<file path="config.mk">
export PLATFORM = sky130hd
export DESIGN_NAME = adc_output_formatter
export DESIGN_NICKNAME = d
export VERILOG_FILES = /design/src/rtl/sample_fifo.v /design/src/rtl/adc_output_formatter.v
export VERILOG_INCLUDE_DIRS = /design/src /design/src/rtl
export SDC_FILE = /design/constraint.sdc
export NUM_CORES = 1
export LEC_CHECK = 0
export BUFFER_PORTS_ARGS = -buffer_cell sky130_fd_sc_hd__buf_4
export CAP_MARGIN = 10
export CORE_MARGIN = 1.5
export CORE_UTILIZATION = 25
export CTS_CLUSTER_DIAMETER = 60
export DETAILED_ROUTE_END_ITERATION = 10
export GPL_ROUTABILITY_DRIVEN = 1
export SLEW_MARGIN = 20
export SYNTH_ARGS = -nofsm -noshare
export SYNTH_HDL_FRONTEND = slang
export SYNTH_SLANG_ARGS = --single-unit
</file>
<file path="constraint.sdc">
create_clock -name i_clk_sys -period 7.9 [get_ports i_clk_sys]
set_input_delay 0.395 -clock i_clk_sys [delete_from_list [all_inputs] [get_ports i_clk_sys]]
set_output_delay 0.395 -clock i_clk_sys [all_outputs]
set_load 0.01 [all_outputs]
</file>
<file path="src/rtl/adc_output_formatter_regs.vh">
// Purpose: register offsets, fields and reset values of the output formatter
// Assumes: 7-bit register address, 8-bit data
// Notes:   field positions inside registers are local layout choices
`ifndef ADC_OUTPUT_FORMATTER_REGS_VH
`define ADC_OUTPUT_FORMATTER_REGS_VH

`define ADDR_OUTPUT_RANDOMIZER_WORD_CONTROL 7'h07
`define ADDR_OUTPUT_FORMAT_MODE_CONTROL     7'h62
`define ADDR_LVDS_DRIVER_CONTROL            7'h63
`define ADDR_LVDS_DATA_PAIR_POLARITY        7'h65
`define ADDR_OVERRANGE_MARKER_CONTROL       7'h68

// output_format_mode_control fields
`define FMT_TWOS_BIT      0
`define MODE_LSB          1
`define DDR_MSB_FIRST_BIT 3
`define RES_LSB           4
// output_randomizer_word_control fields
`define RANDOMIZE_BIT     0
`define IQ_MODE_BIT       1
`define CHAN_CNT_LSB      4
// overrange_marker_control fields
`define MARKER_INV_BIT    0
`define EXTRA_INV_BIT     1

// Output modes
`define MODE_OFF          2'h0
`define MODE_CMOS         2'h1
`define MODE_DDR          2'h2
`define MODE_SERIAL       2'h3
// Resolution codes
`define RES_16            2'h0
`define RES_14            2'h1
`define RES_18            2'h2

// Reset values
`define RST_FORMAT_MODE   8'h03
`define RST_RANDOMIZER    8'h00
`define RST_DRIVER        8'h01
`define RST_POLARITY      8'h00
`define RST_MARKER        8'h00

// Drive-current codes
`define CUR_1P8MA         3'h0
`define CUR_3P5MA         3'h1
`define CUR_5P4MA         3'h2
`define CUR_7P2MA         3'h3

`define POSTPROC_DELAY    4
`endif

</file>
<file path="src/rtl/sample_fifo.v">
// Purpose: small synchronous FIFO in the sample path
// Assumes: single clock, depth a power of two
// Notes:   full and empty derive from a pointer with an extra wrap bit
`timescale 1ns/1ps
module sample_fifo #(
  parameter WIDTH = 18,
  parameter DEPTH = 8,
  parameter AW    = 3
) (
  // Clock and reset
  input  wire             i_clk_sys,
  input  wire             i_reset,
  input  wire             i_ce,
  // Fill side
  input  wire             i_in_valid,
  output wire             o_in_ready,
  input  wire [WIDTH-1:0] i_in_data,
  // Drain side
  output wire             o_out_valid,
  input  wire             i_out_ready,
  output wire [WIDTH-1:0] o_out_data
);
  reg [WIDTH-1:0] mem [0:DEPTH-1];
  reg [AW:0]      wr_ptr_ff;
  reg [AW:0]      rd_ptr_ff;
  wire            full;
  wire            empty;
  wire            do_wr;
  wire            do_rd;

  // Status from pointers
  assign full        = (wr_ptr_ff[AW] != rd_ptr_ff[AW]) &&
                       (wr_ptr_ff[AW-1:0] == rd_ptr_ff[AW-1:0]);
  assign empty       = (wr_ptr_ff == rd_ptr_ff);
  assign o_in_ready  = !full;
  assign o_out_valid = !empty;
  assign o_out_data  = mem[rd_ptr_ff[AW-1:0]];
  assign do_wr       = i_ce && i_in_valid && !full;
  assign do_rd       = i_ce && i_out_ready && !empty;

  // Storage write
  always @(posedge i_clk_sys) begin
    if (do_wr) begin
      mem[wr_ptr_ff[AW-1:0]] <= i_in_data;
    end
  end

  // Pointers
  always @(posedge i_clk_sys or posedge i_reset) begin
    if (i_reset) begin
      wr_ptr_ff <= {(AW+1){1'b0}};
      rd_ptr_ff <= {(AW+1){1'b0}};
    end else begin
      if (do_wr) begin
        wr_ptr_ff <= wr_ptr_ff + 1'b1;
      end
      if (do_rd) begin
        rd_ptr_ff <= rd_ptr_ff + 1'b1;
      end
    end
  end
endmodule // sample_fifo

</file>
<file path="src/rtl/adc_output_formatter.v">
// Purpose: output formatting stage of a multi-channel 16-bit converter
// Assumes: samples arrive as two's complement codes with overrange and
//          channel index; register port is a simple address/write strobe
// Notes:   the output strobe clock toggles on i_clk_sys; each DDR half is
//          one system cycle
`timescale 1ns/1ps
`include "adc_output_formatter_regs.vh"
module adc_output_formatter #(
  parameter DW       = 16,
  parameter FIFO_DEP = 8,
  parameter FIFO_AW  = 3
) (
  // Clock and reset
  input  wire          i_clk_sys,
  input  wire          i_reset,
  input  wire          i_ce,
  // Register port
  input  wire [6:0]    i_reg_addr,
  input  wire          i_reg_wr,
  input  wire [7:0]    i_reg_wdata,
  output reg  [7:0]    o_reg_rdata,
  // Sample input from converter core
  input  wire          i_smp_valid,
  output wire          o_smp_ready,
  input  wire [DW-1:0] i_smp_code,
  input  wire          i_smp_over_pos,
  input  wire          i_smp_over_neg,
  input  wire          i_smp_at_pos,
  input  wire          i_smp_at_neg,
  input  wire [1:0]    i_smp_extra,
  input  wire [2:0]    i_smp_chan,
  input  wire          i_post_processing,
  // Data outputs
  output reg  [DW-1:0] o_data_out,
  output reg  [1:0]    o_extra_bits,
  output reg           o_overrange_flag,
  output reg           o_word_marker,
  output reg           o_output_strobe_clock,
  output wire          o_out_enable,
  output wire [2:0]    o_driver_current_select
);
  localparam ST_IDLE = 2'h0;
  localparam ST_LOAD = 2'h1;
  localparam ST_SHIFT = 2'h2;

  reg  [7:0]  fmt_mode_ff;
  reg  [7:0]  rand_ff;
  reg  [7:0]  drv_ff;
  reg  [7:0]  pol_ff;
  reg  [7:0]  mark_ff;
  reg  [1:0]  state_ff;
  reg  [3:0]  bit_cnt_ff;
  reg  [DW-1:0] shreg_ff;
  reg  [DW-1:0] lane_ff [0:7];
  reg  [DW-1:0] dly_ff [0:`POSTPROC_DELAY-1];
  reg         ovr_hold_ff;
  reg         mrk_hold_ff;
  reg  [1:0]  ext_hold_ff;
  reg         any_ovr_ff;
  wire [1:0]  mode;
  wire [1:0]  res;
  wire        single_ch;
  wire        fifo_vld;
  reg         fifo_rdy;
  wire [DW+5:0] fifo_dout;
  wire [DW-1:0] f_code;
  wire        f_ovr;
  wire [2:0]  f_chan;
  wire [1:0]  f_ext;
  reg  [DW-1:0] sat_code;
  reg  [DW-1:0] fmt_code;
  wire [DW-1:0] data_sel;
  integer     k;

  assign mode  = fmt_mode_ff[`MODE_LSB+1:`MODE_LSB];
  assign res   = fmt_mode_ff[`RES_LSB+1:`RES_LSB];
  assign single_ch = (rand_ff[`CHAN_CNT_LSB+2:`CHAN_CNT_LSB] == 3'h0);
  assign o_out_enable = (mode != `MODE_OFF);
  assign o_driver_current_select = drv_ff[2:0];

  // Pair inversion applied to an LVDS data byte
  function [7:0] pair_inv;
    input [7:0] v;
    input [7:0] inv;
    begin
      pair_inv = v ^ inv;
    end
  endfunction

  // Registers; mode, format, resolution, randomizer, polarity and marker fields all steer the outputs
  always @(posedge i_clk_sys or posedge i_reset) begin
    if (i_reset) begin
      fmt_mode_ff <= `RST_FORMAT_MODE;
      rand_ff     <= `RST_RANDOMIZER;
      drv_ff      <= `RST_DRIVER;
      pol_ff      <= `RST_POLARITY;
      mark_ff     <= `RST_MARKER;
    end else if (i_ce && i_reg_wr) begin
      case (i_reg_addr)
        `ADDR_OUTPUT_RANDOMIZER_WORD_CONTROL: rand_ff <= i_reg_wdata;
        `ADDR_OUTPUT_FORMAT_MODE_CONTROL:     fmt_mode_ff <= i_reg_wdata;
        `ADDR_LVDS_DRIVER_CONTROL:            drv_ff <= {5'h00, i_reg_wdata[2:0]};
        `ADDR_LVDS_DATA_PAIR_POLARITY:        pol_ff <= i_reg_wdata;
        `ADDR_OVERRANGE_MARKER_CONTROL:       mark_ff <= i_reg_wdata;
        default: ;
      endcase
    end
  end

  // Read mux; unmapped addresses read zero
  always @* begin
    case (i_reg_addr)
      `ADDR_OUTPUT_RANDOMIZER_WORD_CONTROL: o_reg_rdata = rand_ff;
      `ADDR_OUTPUT_FORMAT_MODE_CONTROL:     o_reg_rdata = fmt_mode_ff;
      `ADDR_LVDS_DRIVER_CONTROL:            o_reg_rdata = drv_ff;
      `ADDR_LVDS_DATA_PAIR_POLARITY:        o_reg_rdata = pol_ff;
      `ADDR_OVERRANGE_MARKER_CONTROL:       o_reg_rdata = mark_ff;
      default:                              o_reg_rdata = 8'h00;
    endcase
  end

  // Saturate and format before buffering
  always @* begin
    sat_code = i_smp_code;
    if (i_smp_over_pos || i_smp_at_pos) begin
      sat_code = {1'b0, {(DW-1){1'b1}}};
    end else if (i_smp_over_neg || i_smp_at_neg) begin
      sat_code = {1'b1, {(DW-1){1'b0}}};
    end
    // Offset binary is the sign bit flipped, so zero becomes 0x8000
    fmt_code = sat_code;
    if (!fmt_mode_ff[`FMT_TWOS_BIT]) begin
      fmt_code = {~sat_code[DW-1], sat_code[DW-2:0]};
    end
  end

  sample_fifo #(
    .WIDTH (DW + 6),
    .DEPTH (FIFO_DEP),
    .AW    (FIFO_AW)
  ) u_fifo (
    .i_clk_sys   (i_clk_sys),
    .i_reset     (i_reset),
    .i_ce        (i_ce),
    .i_in_valid  (i_smp_valid),
    .o_in_ready  (o_smp_ready),
    // Flag only strictly beyond full scale
    .i_in_data   ({i_smp_extra, i_smp_chan, i_smp_over_pos | i_smp_over_neg, fmt_code}),
    .o_out_valid (fifo_vld),
    .i_out_ready (fifo_rdy),
    .o_out_data  (fifo_dout)
  );

  assign f_code = fifo_dout[DW-1:0];
  assign f_ovr  = fifo_dout[DW];
  assign f_chan = fifo_dout[DW+3:DW+1];
  assign f_ext  = fifo_dout[DW+5:DW+4];

  // Post-processing delays data while the flag takes the direct path
  always @(posedge i_clk_sys or posedge i_reset) begin
    if (i_reset) begin
      for (k = 0; k < `POSTPROC_DELAY; k = k + 1) begin
        dly_ff[k] <= {DW{1'b0}};
      end
    end else if (i_ce && fifo_rdy && fifo_vld) begin
      dly_ff[0] <= f_code;
      for (k = 1; k < `POSTPROC_DELAY; k = k + 1) begin
        dly_ff[k] <= dly_ff[k-1];
      end
    end
  end
  assign data_sel = i_post_processing ? dly_ff[`POSTPROC_DELAY-1] : f_code;

  // Drain pace: CMOS one word per strobe period, DDR one word per period,
  // serialized waits for eight channels then shifts sixteen halves.
  // Drain while the strobe is high so both DDR halves come from one word
  always @* begin
    fifo_rdy = 1'b0;
    case (state_ff)
      ST_IDLE:  fifo_rdy = (mode != `MODE_OFF) && o_output_strobe_clock;
      ST_LOAD:  fifo_rdy = 1'b1;
      ST_SHIFT: fifo_rdy = 1'b0;
      default:  fifo_rdy = 1'b0;
    endcase
    if (mode == `MODE_SERIAL && state_ff == ST_IDLE) begin
      fifo_rdy = 1'b1;
    end
  end

  // Output sequencer
  always @(posedge i_clk_sys or posedge i_reset) begin
    if (i_reset) begin
      state_ff              <= ST_IDLE;
      bit_cnt_ff            <= 4'h0;
      shreg_ff              <= {DW{1'b0}};
      ovr_hold_ff           <= 1'b0;
      mrk_hold_ff           <= 1'b0;
      ext_hold_ff           <= 2'h0;
      any_ovr_ff            <= 1'b0;
      o_data_out            <= {DW{1'b0}};
      o_extra_bits          <= 2'h0;
      o_overrange_flag      <= 1'b0;
      o_word_marker         <= 1'b0;
      o_output_strobe_clock <= 1'b0;
      for (k = 0; k < 8; k = k + 1) begin
        lane_ff[k] <= {DW{1'b0}};
      end
    end else if (i_ce) begin
      if (mode == `MODE_OFF) begin
        // Data, extra, flag, marker and strobe outputs parked low while disabled
        state_ff              <= ST_IDLE;
        o_data_out            <= {DW{1'b0}};
        o_extra_bits          <= 2'h0;
        o_overrange_flag      <= 1'b0;
        o_word_marker         <= 1'b0;
        o_output_strobe_clock <= 1'b0;
      end else if (mode == `MODE_SERIAL) begin
        o_output_strobe_clock <= ~o_output_strobe_clock;
        case (state_ff)
          ST_IDLE: begin
            if (fifo_vld) begin
              // Gather one set; slot 7 lane holds first channel
              any_ovr_ff <= any_ovr_ff | f_ovr;
              for (k = 0; k < 8; k = k + 1) begin
                if (k == 7 - f_chan) begin
                  lane_ff[k] <= data_sel;
                end
              end
              if (f_chan == 3'h7) begin
                state_ff   <= ST_SHIFT;
                bit_cnt_ff <= 4'hf;
              end
            end
          end
          ST_SHIFT: begin
            // One bit per half period, MSB coincides with marker rise
            o_word_marker    <= (bit_cnt_ff == 4'hf);
            o_overrange_flag <= any_ovr_ff ^ mark_ff[`MARKER_INV_BIT];
            for (k = 0; k < 8; k = k + 1) begin
              o_data_out[k] <= lane_ff[k][bit_cnt_ff] ^ pol_ff[k];
            end
            bit_cnt_ff       <= bit_cnt_ff - 4'h1;
            if (bit_cnt_ff == 4'h0) begin
              state_ff   <= ST_IDLE;
              any_ovr_ff <= 1'b0;
            end
          end
          default: state_ff <= ST_IDLE;
        endcase
      end else begin
        o_output_strobe_clock <= ~o_output_strobe_clock;
        if (fifo_rdy && fifo_vld) begin
          // Marker with first channel; off in single channel unless I/Q
          mrk_hold_ff <= (f_chan == 3'h0) &&
                         (!single_ch || rand_ff[`IQ_MODE_BIT]);
          ovr_hold_ff <= f_ovr;
          ext_hold_ff <= f_ext;
          shreg_ff    <= rand_ff[`RANDOMIZE_BIT] ?
                         (data_sel ^ {{(DW-1){data_sel[0]}}, 1'b0}) : data_sel;
        end
        if (mode == `MODE_CMOS) begin
          // Full width on the rising edge of the strobe
          if (!o_output_strobe_clock) begin
            o_data_out       <= shreg_ff;
            o_extra_bits     <= ext_hold_ff;
            o_overrange_flag <= ovr_hold_ff;
            o_word_marker    <= mrk_hold_ff;
          end
        end else if (!o_output_strobe_clock) begin
          // Rising half: even bits or upper byte; marker on shared pair
          o_data_out[7:0] <= pair_inv(fmt_mode_ff[`DDR_MSB_FIRST_BIT] && res == `RES_16 ?
                             shreg_ff[15:8] :
                             {shreg_ff[14], shreg_ff[12], shreg_ff[10], shreg_ff[8],
                              shreg_ff[6], shreg_ff[4], shreg_ff[2], shreg_ff[0]},
                             pol_ff);
          o_word_marker   <= mrk_hold_ff ^ mark_ff[`MARKER_INV_BIT];
          o_extra_bits    <= {1'b0, ext_hold_ff[1] ^ mark_ff[`EXTRA_INV_BIT]};
        end else begin
          // Falling half: odd bits or lower byte; flag on shared pair
          o_data_out[7:0] <= pair_inv(fmt_mode_ff[`DDR_MSB_FIRST_BIT] && res == `RES_16 ?
                             shreg_ff[7:0] :
                             {shreg_ff[15], shreg_ff[13], shreg_ff[11], shreg_ff[9],
                              shreg_ff[7], shreg_ff[5], shreg_ff[3], shreg_ff[1]},
                             pol_ff);
          o_overrange_flag <= ovr_hold_ff ^ mark_ff[`MARKER_INV_BIT];
          o_extra_bits    <= {1'b0, ext_hold_ff[0] ^ mark_ff[`EXTRA_INV_BIT]};
        end
        if (mode == `MODE_DDR) begin
          // Unused pairs held low: pair 7 at 14-bit, extra pair unless 18-bit
          o_data_out[DW-1:8] <= {(DW-8){1'b0}};
          if (res == `RES_14) begin
            o_data_out[7] <= 1'b0;
          end
          if (res != `RES_18) begin
            o_extra_bits <= 2'h0;
          end
        end
      end
    end
  end
endmodule // adc_output_formatter

</file>
==> impl_metrics.env, run 1 <==
export IMPL_die_height_um=288
export IMPL_final_cell_mix="276 x dfrtp_1, 211 x mux2_2, 176 x edfxtp_1, 97 x buf_4, 81 x mux4_2"
export IMPL_core_um2=80400
export IMPL_fin_crit_sh_pct=43.2
export IMPL_nNetsFinal=1396
export IMPL_clk_pin_slew_worst_paths_ps=60
export IMPL_antenna_found_initial=0
export IMPL_synth_distinct_cells=70
export IMPL_arrival_ps=3880
export IMPL_place_congestion=0.778
export IMPL_synth_seq_cells=458
export IMPL_cts_root_buf="clkbuf_16"
export IMPL_synthFlopType="dfrtp_1"
export IMPL_grt_max_degree=187
export IMPL_max_vdd_ir_drop_v=0.000184
export IMPL_use_met1_pct=15.1
export IMPL_crit_path_max_fanout=21
export IMPL_top_usage_layer="met2"
export IMPL_powerDensity_nw_per_um2=224
export IMPL_ant_nets=0
export IMPL_rsz0062_at_grt="no"
export IMPL_worstMarginPinSlew_ps=985
export IMPL_hp_class="in2reg"
export IMPL_fmax_mhz=293
export IMPL_dp_final_hpwl_um=30000
export IMPL_routed_wl_um=46900
export IMPL_setup_viol_count_final=0
export IMPL_drt_first_pass_iters=5
export IMPL_cts_max_path_buffers=3
export IMPL_grt_pass1_vias=11900
export IMPL_hold_slack_ps=34.4
export IMPL_syn_area_um2=20300
export IMPL_multiInputGateArea_um2=7590
export IMPL_maxSlewViolCount=0
export IMPL_grt_overflow_total=0
export IMPL_yosysSeqAreaShare_pct=60.8
export IMPL_h_tree_depth=2
export IMPL_area_growth_pct=16.8
export IMPL_boundaryPins=80
export IMPL_vias=11100
export IMPL_post_drt_wl_per_cell_um=19.2
export IMPL_synth_area_per_cell_um2=16.1
export IMPL_cts_tree="yes"
export IMPL_period_minus_slack_ps=3410
export IMPL_syn_inst=1259
export IMPL_clk_latency_ps=610
export IMPL_ys_warn_count=0
export IMPL_numCtsBuffers=49
export IMPL_grt_usage_pct=11.4
export IMPL_die_area_um2=82900
export IMPL_crit_required_ps=8370
export IMPL_maxSlewHeadroom_pct=34.3
export IMPL_startpoint_type="register"
export IMPL_gr_usage_met2_pct=18.9
export IMPL_diodes=0
export IMPL_nFillCells=7972
export IMPL_drc=0
export IMPL_avgViaCountPerCell=4.55
export IMPL_status="completed"
export IMPL_layout_area_seq_um2=12300
export IMPL_end_kind="register"
export IMPL_async_flop_share_pct=61.6
export IMPL_cts_setup_buffers=0
export IMPL_start_util_pct=25.2
export IMPL_grt_pass1_wl_um=72200
export IMPL_portBuffers=79
export IMPL_drv_cap=0
export IMPL_grt_use_met3_pct=1.78
export IMPL_cts_sinks=458
export IMPL_path_class="reg2reg"
export IMPL_synth_edf_count=176
export IMPL_drive_above_1_share_pct=37.4
export IMPL_fin_setup_tns_ps=0
export IMPL_final_common_cell="dfrtp_1"
export IMPL_drt_iter0_drc=630
export IMPL_power_leakage_nw=9.54
export IMPL_hold_violations=0
export IMPL_rows=104
export IMPL_synth_fp_nets=1315
export IMPL_skew_ps=36.7
export IMPL_die_w_um=288
[path summary, 6_finish.rpt]
kind,start,end,slack [ps],depth (start not counted)
min in group asynchronous,i_reset,lane_ff[60],490,3
setup reg to reg,fmt_mode_ff[1],lane_ff[64],4490,6
hold / removal,i_smp_chan[2],u_fifo.mem[6][19],30,1
max in group asynchronous,i_reset,u_fifo.rd_ptr_ff[1],5980,4
setup / recovery,fmt_mode_ff[1],lane_ff[64],4490,6
hold reg to reg,lane_ff[86],lane_ff[86],480,1
[area by class of cell]
cell class	instances	share of cell area (%)
clock buffer	73	5.85
clock inverter	18	0.766
inverter	16	0.269
multi-input combinational	712	32.0
sequential	458	52.1
tap	1060	5.60
timing repair buffer	103	3.37
[cells in the mapped netlist, types with 6 or more instances]
| cell type | instances | area, µm² |
|---|---|---|
| a21o_1 | 17 | 128 |
| a21oi_1 | 10 | 50.1 |
| a222oi_1 | 8 | 80.1 |
| a22o_1 | 9 | 78.8 |
| buf_2 | 22 | 110 |
| buf_4 | 10 | 75.1 |
| buf_6 | 6 | 67.6 |
| clkbuf_1 | 32 | 120 |
| dfrtp_1 | 279 | 6980 |
| edfxtp_1 | 176 | 5290 |
| ha_1 | 10 | 125 |
| inv_1 | 15 | 56.3 |
| mux2_1 | 34 | 383 |
| mux2_2 | 211 | 2380 |
| mux2_4 | 20 | 300 |
| mux2i_1 | 34 | 340 |
| mux4_2 | 81 | 1820 |
| nand2_1 | 61 | 229 |
| nand2b_1 | 8 | 50.1 |
| nand3_1 | 16 | 80.1 |
| nand3b_1 | 6 | 45.0 |
| nor2_1 | 13 | 48.8 |
| nor2b_1 | 10 | 62.6 |
| nor3_1 | 9 | 45.0 |
| nor3b_1 | 8 | 60.1 |
| o211ai_1 | 8 | 60.1 |
| o21ai_0 | 28 | 140 |
| o21ai_1 | 6 | 30.0 |
| xnor2_1 | 30 | 263 |
| xor2_1 | 13 | 114 |
[per-layer routing]
metal | wire length [µm] | up-vias
met5 | 0 | -
met4 | 1290 | 0
met3 | 1780 | 78
met2 | 22500 | 242
met1 | 21400 | 5818
li1 | - | 4957
[stage by stage]
step	cells	util, %	power (mW)	instance area, µm²	setup slack (ps)
floorplan	1259	-	2.96	20300	3770
global placement	2344	27.4	3.13	22100	4620
detailed placement	2345	27.4	3.15	22100	4520
CTS	2440	29.4	5.37	23700	4500
global route	2440	29.5	5.49	23700	4320
finish	2440	29.5	5.30	23700	4490
[state kept, by name, indices dropped and copies added (netlist names)]
name,count
u_fifo.mem,176
lane_ff,128
dly_ff,64
o_data_out,16
shreg_ff,16
fmt_mode_ff,8
mark_ff,8
pol_ff,8
rand_ff,8
bit_cnt_ff,4
u_fifo.rd_ptr_ff,4
u_fifo.wr_ptr_ff,4
drv_ff,3
ext_hold_ff,2
o_extra_bits,2
any_ovr_ff,1
mrk_hold_ff,1
o_output_strobe_clock,1
o_overrange_flag,1
o_word_marker,1
ovr_hold_ff,1
state_ff,1
[power breakdown]
group | switching (mW) | total (mW) | internal (mW)
clock | 0.951 | 2.21 | 1.26
combinational | 0.294 | 0.459 | 0.165
sequential | 0.0593 | 2.64 | 2.58
[worst max-delay path, cell delays in order (launching register included)]
cell      delay [ps]
dfstp_2          600
ha_1             640
and3b_1          420
nand2_1          150
or3_4            390
nand2b_1         590
mux2_4           490
[kinds of logic after synthesis]
kind of cell,count (synthesis),share of synthesized area [%]
AO/OA/AOI/OAI,118,4.31
XOR/XNOR,43,1.86
adder cells (fa/ha/maj),10,0.617
buffers and inverters,89,2.19
flip-flops,458,60.8
multiplexers,381,25.9
AND/OR/NAND/NOR,160,4.33
[what timing repair did]
item / 4_1_cts / 5_1_grt
hold buffers: 4 / 0
gates resized for setup: 0 / 0
hold endpoints to repair: 50 / 0
Note: power is estimated with default switching activity, not from simulation.
==> run 2: changes to the inputs <==
Clock period 7.9 ns to 2.9 ns, I/O delays scaled along.
==> run 2 against run 1 <==
Against the previous run: final cell count up 2.6%; global-route usage is 0.32 points higher; core utilization up 1.2 points; critical endpoint is now lane_ff[18]; highest routed layer is now met5.
==> impl_metrics.env, run 2 (synthesis gave the netlist of run 1 again) <==
export IMPL_period_minus_slack_ps=2600
export IMPL_cts_sinks=458
export IMPL_drive_above_1_share_pct=39.6
export IMPL_maxSlewHeadroom_pct=42.9
export IMPL_dp_slack_ps=291
export IMPL_powerDensity_nw_per_um2=611
export IMPL_grt_pass1_vias=12200
export IMPL_final_common_cell="dfrtp_1"
export IMPL_antenna_found_initial=1
export IMPL_die_w_um=288
export IMPL_numCtsBuffers=48
export IMPL_cp_top_family="multiplexers"
export IMPL_hold_violations=0
export IMPL_path_class="reg2reg"
export IMPL_area_growth_pct=21.7
export IMPL_power_leakage_nw=10.0
export IMPL_hp_class="in2reg"
export IMPL_fin_crit_sh_pct=89.8
export IMPL_gr_usage_met2_pct=19.7
export IMPL_cts_max_path_buffers=3
export IMPL_max_vdd_ir_drop_v=0.000346
export IMPL_maxSlewViolCount=0
export IMPL_ant_nets=0
export IMPL_skew_ps=22.8
export IMPL_drc=0
export IMPL_core_um2=80400
export IMPL_final_cell_mix="276 x dfrtp_1, 211 x mux2_2, 176 x edfxtp_1, 117 x buf_4, 81 x mux4_2"
export IMPL_dp_final_hpwl_um=32700
export IMPL_die_height_um=288
export IMPL_hold_slack_ps=33.3
export IMPL_cts_resized=0
export IMPL_drt_iter0_drc=842
export IMPL_grt_pass1_wl_um=74400
export IMPL_vias=11400
export IMPL_layout_cells_non_filler=2503
export IMPL_arrival_ps=3060
export IMPL_nFillCells=7927
export IMPL_cts_setup_buffers=0
export IMPL_diodes=0
export IMPL_h_tree_depth=2
export IMPL_cts_tree="yes"
export IMPL_start_util_pct=25.2
export IMPL_critPathMaxStageDelay_ps=550
export IMPL_cts_root_buf="clkbuf_16"
export IMPL_placedCellCount=2391
export IMPL_worstPathCellList="buf_12, buf_4, mux4_2, mux2_2, mux2_2, mux2_1"
export IMPL_place_congestion=0.799
export IMPL_setup_viol_count_final=0
export IMPL_finalPower_mw=15.1
export IMPL_use_met1_pct=15.2
export IMPL_drt_first_pass_iters=5
export IMPL_die_area_um2=82900
export IMPL_setup_ws_ps=296
export IMPL_clk_pin_slew_worst_paths_ps=60
export IMPL_rsz0062_at_grt="no"
export IMPL_grt_overflow_total=0
export IMPL_top_usage_layer="met2"
export IMPL_crit_path_max_fanout=19
export IMPL_critPathBufInv=2
export IMPL_post_drt_wl_per_cell_um=19.0
export IMPL_grt_usage_pct=11.7
export IMPL_avgViaCountPerCell=4.55
export IMPL_rows=104
export IMPL_routed_wl_um=47500
export IMPL_status="completed"
export IMPL_nNetsFinal=1459
export IMPL_fmax_mhz=384
export IMPL_boundaryPins=80
export IMPL_portBuffers=79
export IMPL_end_kind="register"
export IMPL_worstMarginPinSlew_ps=855
export IMPL_drv_cap=0
export IMPL_cpMostUsedCell="mux2_2"
export IMPL_crit_slowest_cell="dfrtp_2"
export IMPL_grt_use_met3_pct=2.26
export IMPL_grt_max_degree=72
export IMPL_crit_required_ps=3360
export IMPL_largest_register_ffs=176
export IMPL_clk_latency_ps=590
export IMPL_startpoint_type="register"
==> run 2: area by class of cell <==
type                       count  area [µm²]  share of cell area (%)
sequential                   458       12300                    50.0
multi-input combinational    712        7600                    30.8
timing repair buffer         167        1660                    6.72
clock buffer                  67        1410                    5.69
tap                         1060        1330                    5.37
clock inverter                23         283                    1.15
inverter                      16        63.8                   0.259
==> run 2: through the flow <==
| step | TNS, ps | utilization [%] | area [µm²] |
|---|---|---|---|
| 2_1_floorplan | -272820 | - | 20300 |
| 3_3_place_gp | 0 | 28.3 | 22800 |
| 3_5_place_dp | 0 | 28.3 | 22800 |
| 4_1_cts | 0 | 30.7 | 24700 |
| 5_1_grt | 0 | 30.7 | 24700 |
| 6_report | 0 | 30.7 | 24700 |
==> run 2: worst paths after layout <==
path / startpoint / to / slack, ps / cells past startpoint
worst max-delay path: u_fifo.rd_ptr_ff[1] / lane_ff[18] / 300 / 6
worst min-delay path: i_smp_code[4] / u_fifo.mem[1][4] / 30 / 2
worst max register to register: u_fifo.rd_ptr_ff[1] / lane_ff[18] / 300 / 6
worst min register to register: lane_ff[104] / lane_ff[104] / 480 / 1
max in group asynchronous: i_reset / u_fifo.rd_ptr_ff[1] / 1700 / 4
min in group asynchronous: i_reset / o_data_out[9] / 310 / 3
==> run 2: repair_timing <==
action | CTS | global route
setup endpoints to repair | 0 | 0
endpoints found under the hold margin | 151 | 0
hold buffers | 22 | 0
==> run 2: per-layer routing <==
layer | up-vias | part of all wire, %
met4 | 2 | 2.3
met2 | 196 | 49
met5 | - | 0.021
li1 | 5077 | -
met1 | 6050 | 45
met3 | 76 | 3.8
==> run 2: power by group <==
group / leakage (nW) / switching [mW] / total [mW] / internal [mW]
Sequential: 5.45 / 0.150 / 7.17 / 7.02
Clock: 0.831 / 2.57 / 6.49 / 3.92
Combinational: 3.76 / 0.850 / 1.41 / 0.560
==> run 3: changes to the inputs <==
Settings changed: RECOVER_POWER set to 50.
==> run 3 against run 2 <==
Against the previous run: the flow now finishes with violations (capacitance limit, slew limit); first-iteration DRC count grew 7.8%; final cell count is the same; via count shrank 0.11%; final area shrank 0.62%; critical path type unchanged; highest routed layer unchanged.
==> impl_metrics.env, run 3 (synthesis gave the netlist of run 1 again) <==
export IMPL_boundaryPins=80
export IMPL_period_minus_slack_ps=2600
export IMPL_ant_nets=0
export IMPL_crit_path_max_fanout=19
export IMPL_powerDensity_nw_per_um2=614
export IMPL_rsz0062_at_grt="no"
export IMPL_clk_latency_ps=590
export IMPL_r2r_cells=6
export IMPL_diodes=0
export IMPL_hold_violations=0
export IMPL_largest_register_ffs=176
export IMPL_placedCellCount=2391
export IMPL_crit_slowest_cell="dfrtp_2"
export IMPL_cts_max_path_buffers=3
export IMPL_cpMostUsedCell="mux2_2"
export IMPL_cts_sinks=458
export IMPL_crit_required_ps=3360
export IMPL_grt_pass1_wl_um=74400
export IMPL_cts_setup_buffers=0
export IMPL_crit_end="lane_ff[18]"
export IMPL_drc=0
export IMPL_violations="capacitance limit, slew limit"
export IMPL_grt_usage_pct=11.7
export IMPL_fin_crit_sh_pct=89.5
export IMPL_use_met1_pct=15.2
export IMPL_area_growth_pct=20.9
export IMPL_dp_slack_ps=291
export IMPL_die_w_um=288
export IMPL_end_kind="register"
export IMPL_top_usage_layer="met2"
export IMPL_gr_usage_met2_pct=19.7
export IMPL_die_area_um2=82900
export IMPL_path_depth=6
export IMPL_cts_root_buf="clkbuf_16"
export IMPL_status="finished with violations"
export IMPL_core_um2=80400
export IMPL_nNetsFinal=1459
export IMPL_cp_top_family="multiplexers"
export IMPL_grt_overflow_total=0
export IMPL_grt_max_degree=72
export IMPL_avgViaCountPerCell=4.55
export IMPL_power_leakage_nw=9.91
export IMPL_critPathBufInv=2
export IMPL_final_common_cell="dfrtp_1"
export IMPL_setup_ws_ps=305
export IMPL_critPathMaxStageDelay_ps=550
export IMPL_routed_wl_um=47600
export IMPL_hp_class="in2reg"
export IMPL_layout_cells_non_filler=2503
export IMPL_place_congestion=0.799
export IMPL_r2r_end="lane_ff[18]"
export IMPL_cts_tree="yes"
export IMPL_regToRegStartpoint="u_fifo.rd_ptr_ff[1]"
export IMPL_grt_use_met3_pct=2.26
export IMPL_final_cell_mix="276 x dfrtp_1, 211 x mux2_2, 176 x edfxtp_1, 86 x buf_4, 81 x mux4_2"
export IMPL_vias=11400
export IMPL_crit_start="u_fifo.rd_ptr_ff[1]"
export IMPL_drt_iter0_drc=908
export IMPL_portBuffers=79
export IMPL_worstHoldStart="i_smp_code[4]"
export IMPL_final_util_pct=30.5
export IMPL_r2r_slack_ps=300
export IMPL_arrival_ps=3060
export IMPL_maxSlewHeadroom_pct=-6.86
export IMPL_fin_setup_tns_ps=0
export IMPL_worstPathCellList="buf_12, buf_4, mux4_2, mux2_2, mux2_2, mux2_1"
export IMPL_max_vdd_ir_drop_v=0.000346
export IMPL_start_util_pct=25.2
export IMPL_grt_pass1_vias=12200
export IMPL_path_class="reg2reg"
export IMPL_antenna_found_initial=1
export IMPL_startpoint_type="register"
export IMPL_h_tree_depth=2
export IMPL_post_drt_wl_per_cell_um=19.0
export IMPL_drive_above_1_share_pct=37.6
export IMPL_die_height_um=288
export IMPL_worstMarginPinSlew_ps=1590
export IMPL_fmax_mhz=385
export IMPL_numCtsBuffers=48
export IMPL_clk_pin_slew_worst_paths_ps=60
export IMPL_rows=104
export IMPL_skew_ps=22.1
export IMPL_drt_first_pass_iters=5
export IMPL_drv_cap=1
export IMPL_maxSlewViolCount=28
export IMPL_setup_viol_count_final=0
export IMPL_dp_final_hpwl_um=32700
export IMPL_finalPower_mw=15.1
-- run 3: worst min-delay path by stage --
stage / to / slack [ps] / depth (start not counted)
5_1_grt: u_fifo.mem[4][7] / 30 / 2
6_report: u_fifo.mem[4][4] / 30 / 2
2_1_floorplan: u_fifo.mem[0][17] / 240 / 0
3_5_place_dp: o_data_out[9] / 370 / 2
3_3_place_gp: u_fifo.mem[0][21] / 370 / 1
4_1_cts: u_fifo.mem[4][7] / 1 / 2
-- run 3: metal layers --
metal	share of wire [%]	wire [µm]	up-vias
met1	45	21200	6034
met2	49	23400	199
met4	2.2	1070	2
met5	0.021	10	-
li1	-	-	5078
met3	3.8	1800	75
-- run 3: repair_timing --
| item | CTS | global route |
|---|---|---|
| hold buffers | 22 | 0 |
| hold endpoints to repair | 151 | 0 |
| gates resized for setup | 0 | 0 |
| endpoints found under the setup margin | 0 | 0 |
-- run 3: power by group --
group / switching [mW] / internal (mW) / leakage, nW / total (mW)
logic: 0.848 / 0.546 / 3.63 / 1.39
clock network: 2.57 / 3.92 / 0.831 / 6.49
registers: 0.151 / 7.02 / 5.45 / 7.17
total: 3.57 / 11.5 / 9.91 / 15.1
-- run 3: cell type report --
type	instances	area, µm²
flip-flops and latches	458	12300
inverters	16	61.3
well taps	1060	1330
fillers	7956	55900
repair buffers	167	1520
multi-input cells	712	7590
clock inverters	23	283
clock buffers	67	1410
-- run 3: worst reg2reg max path, delay by kind of cell (launching register included) --
kind	cells	cell delay [ps]
buffers and inverters	2	410
flip-flops	1	550
multiplexers	4	1530
-- run 3: per-stage QoR --
| step | hold slack, ps | cell area [µm²] |
|---|---|---|
| 2_1_floorplan | 244 | 20300 |
| 3_3_place_gp | 374 | 22800 |
| 3_5_place_dp | 370 | 22800 |
| 4_1_cts | 1.33 | 24700 |
| 5_1_grt | 34.0 | 24500 |
| 6_report | 31.7 | 24500 |
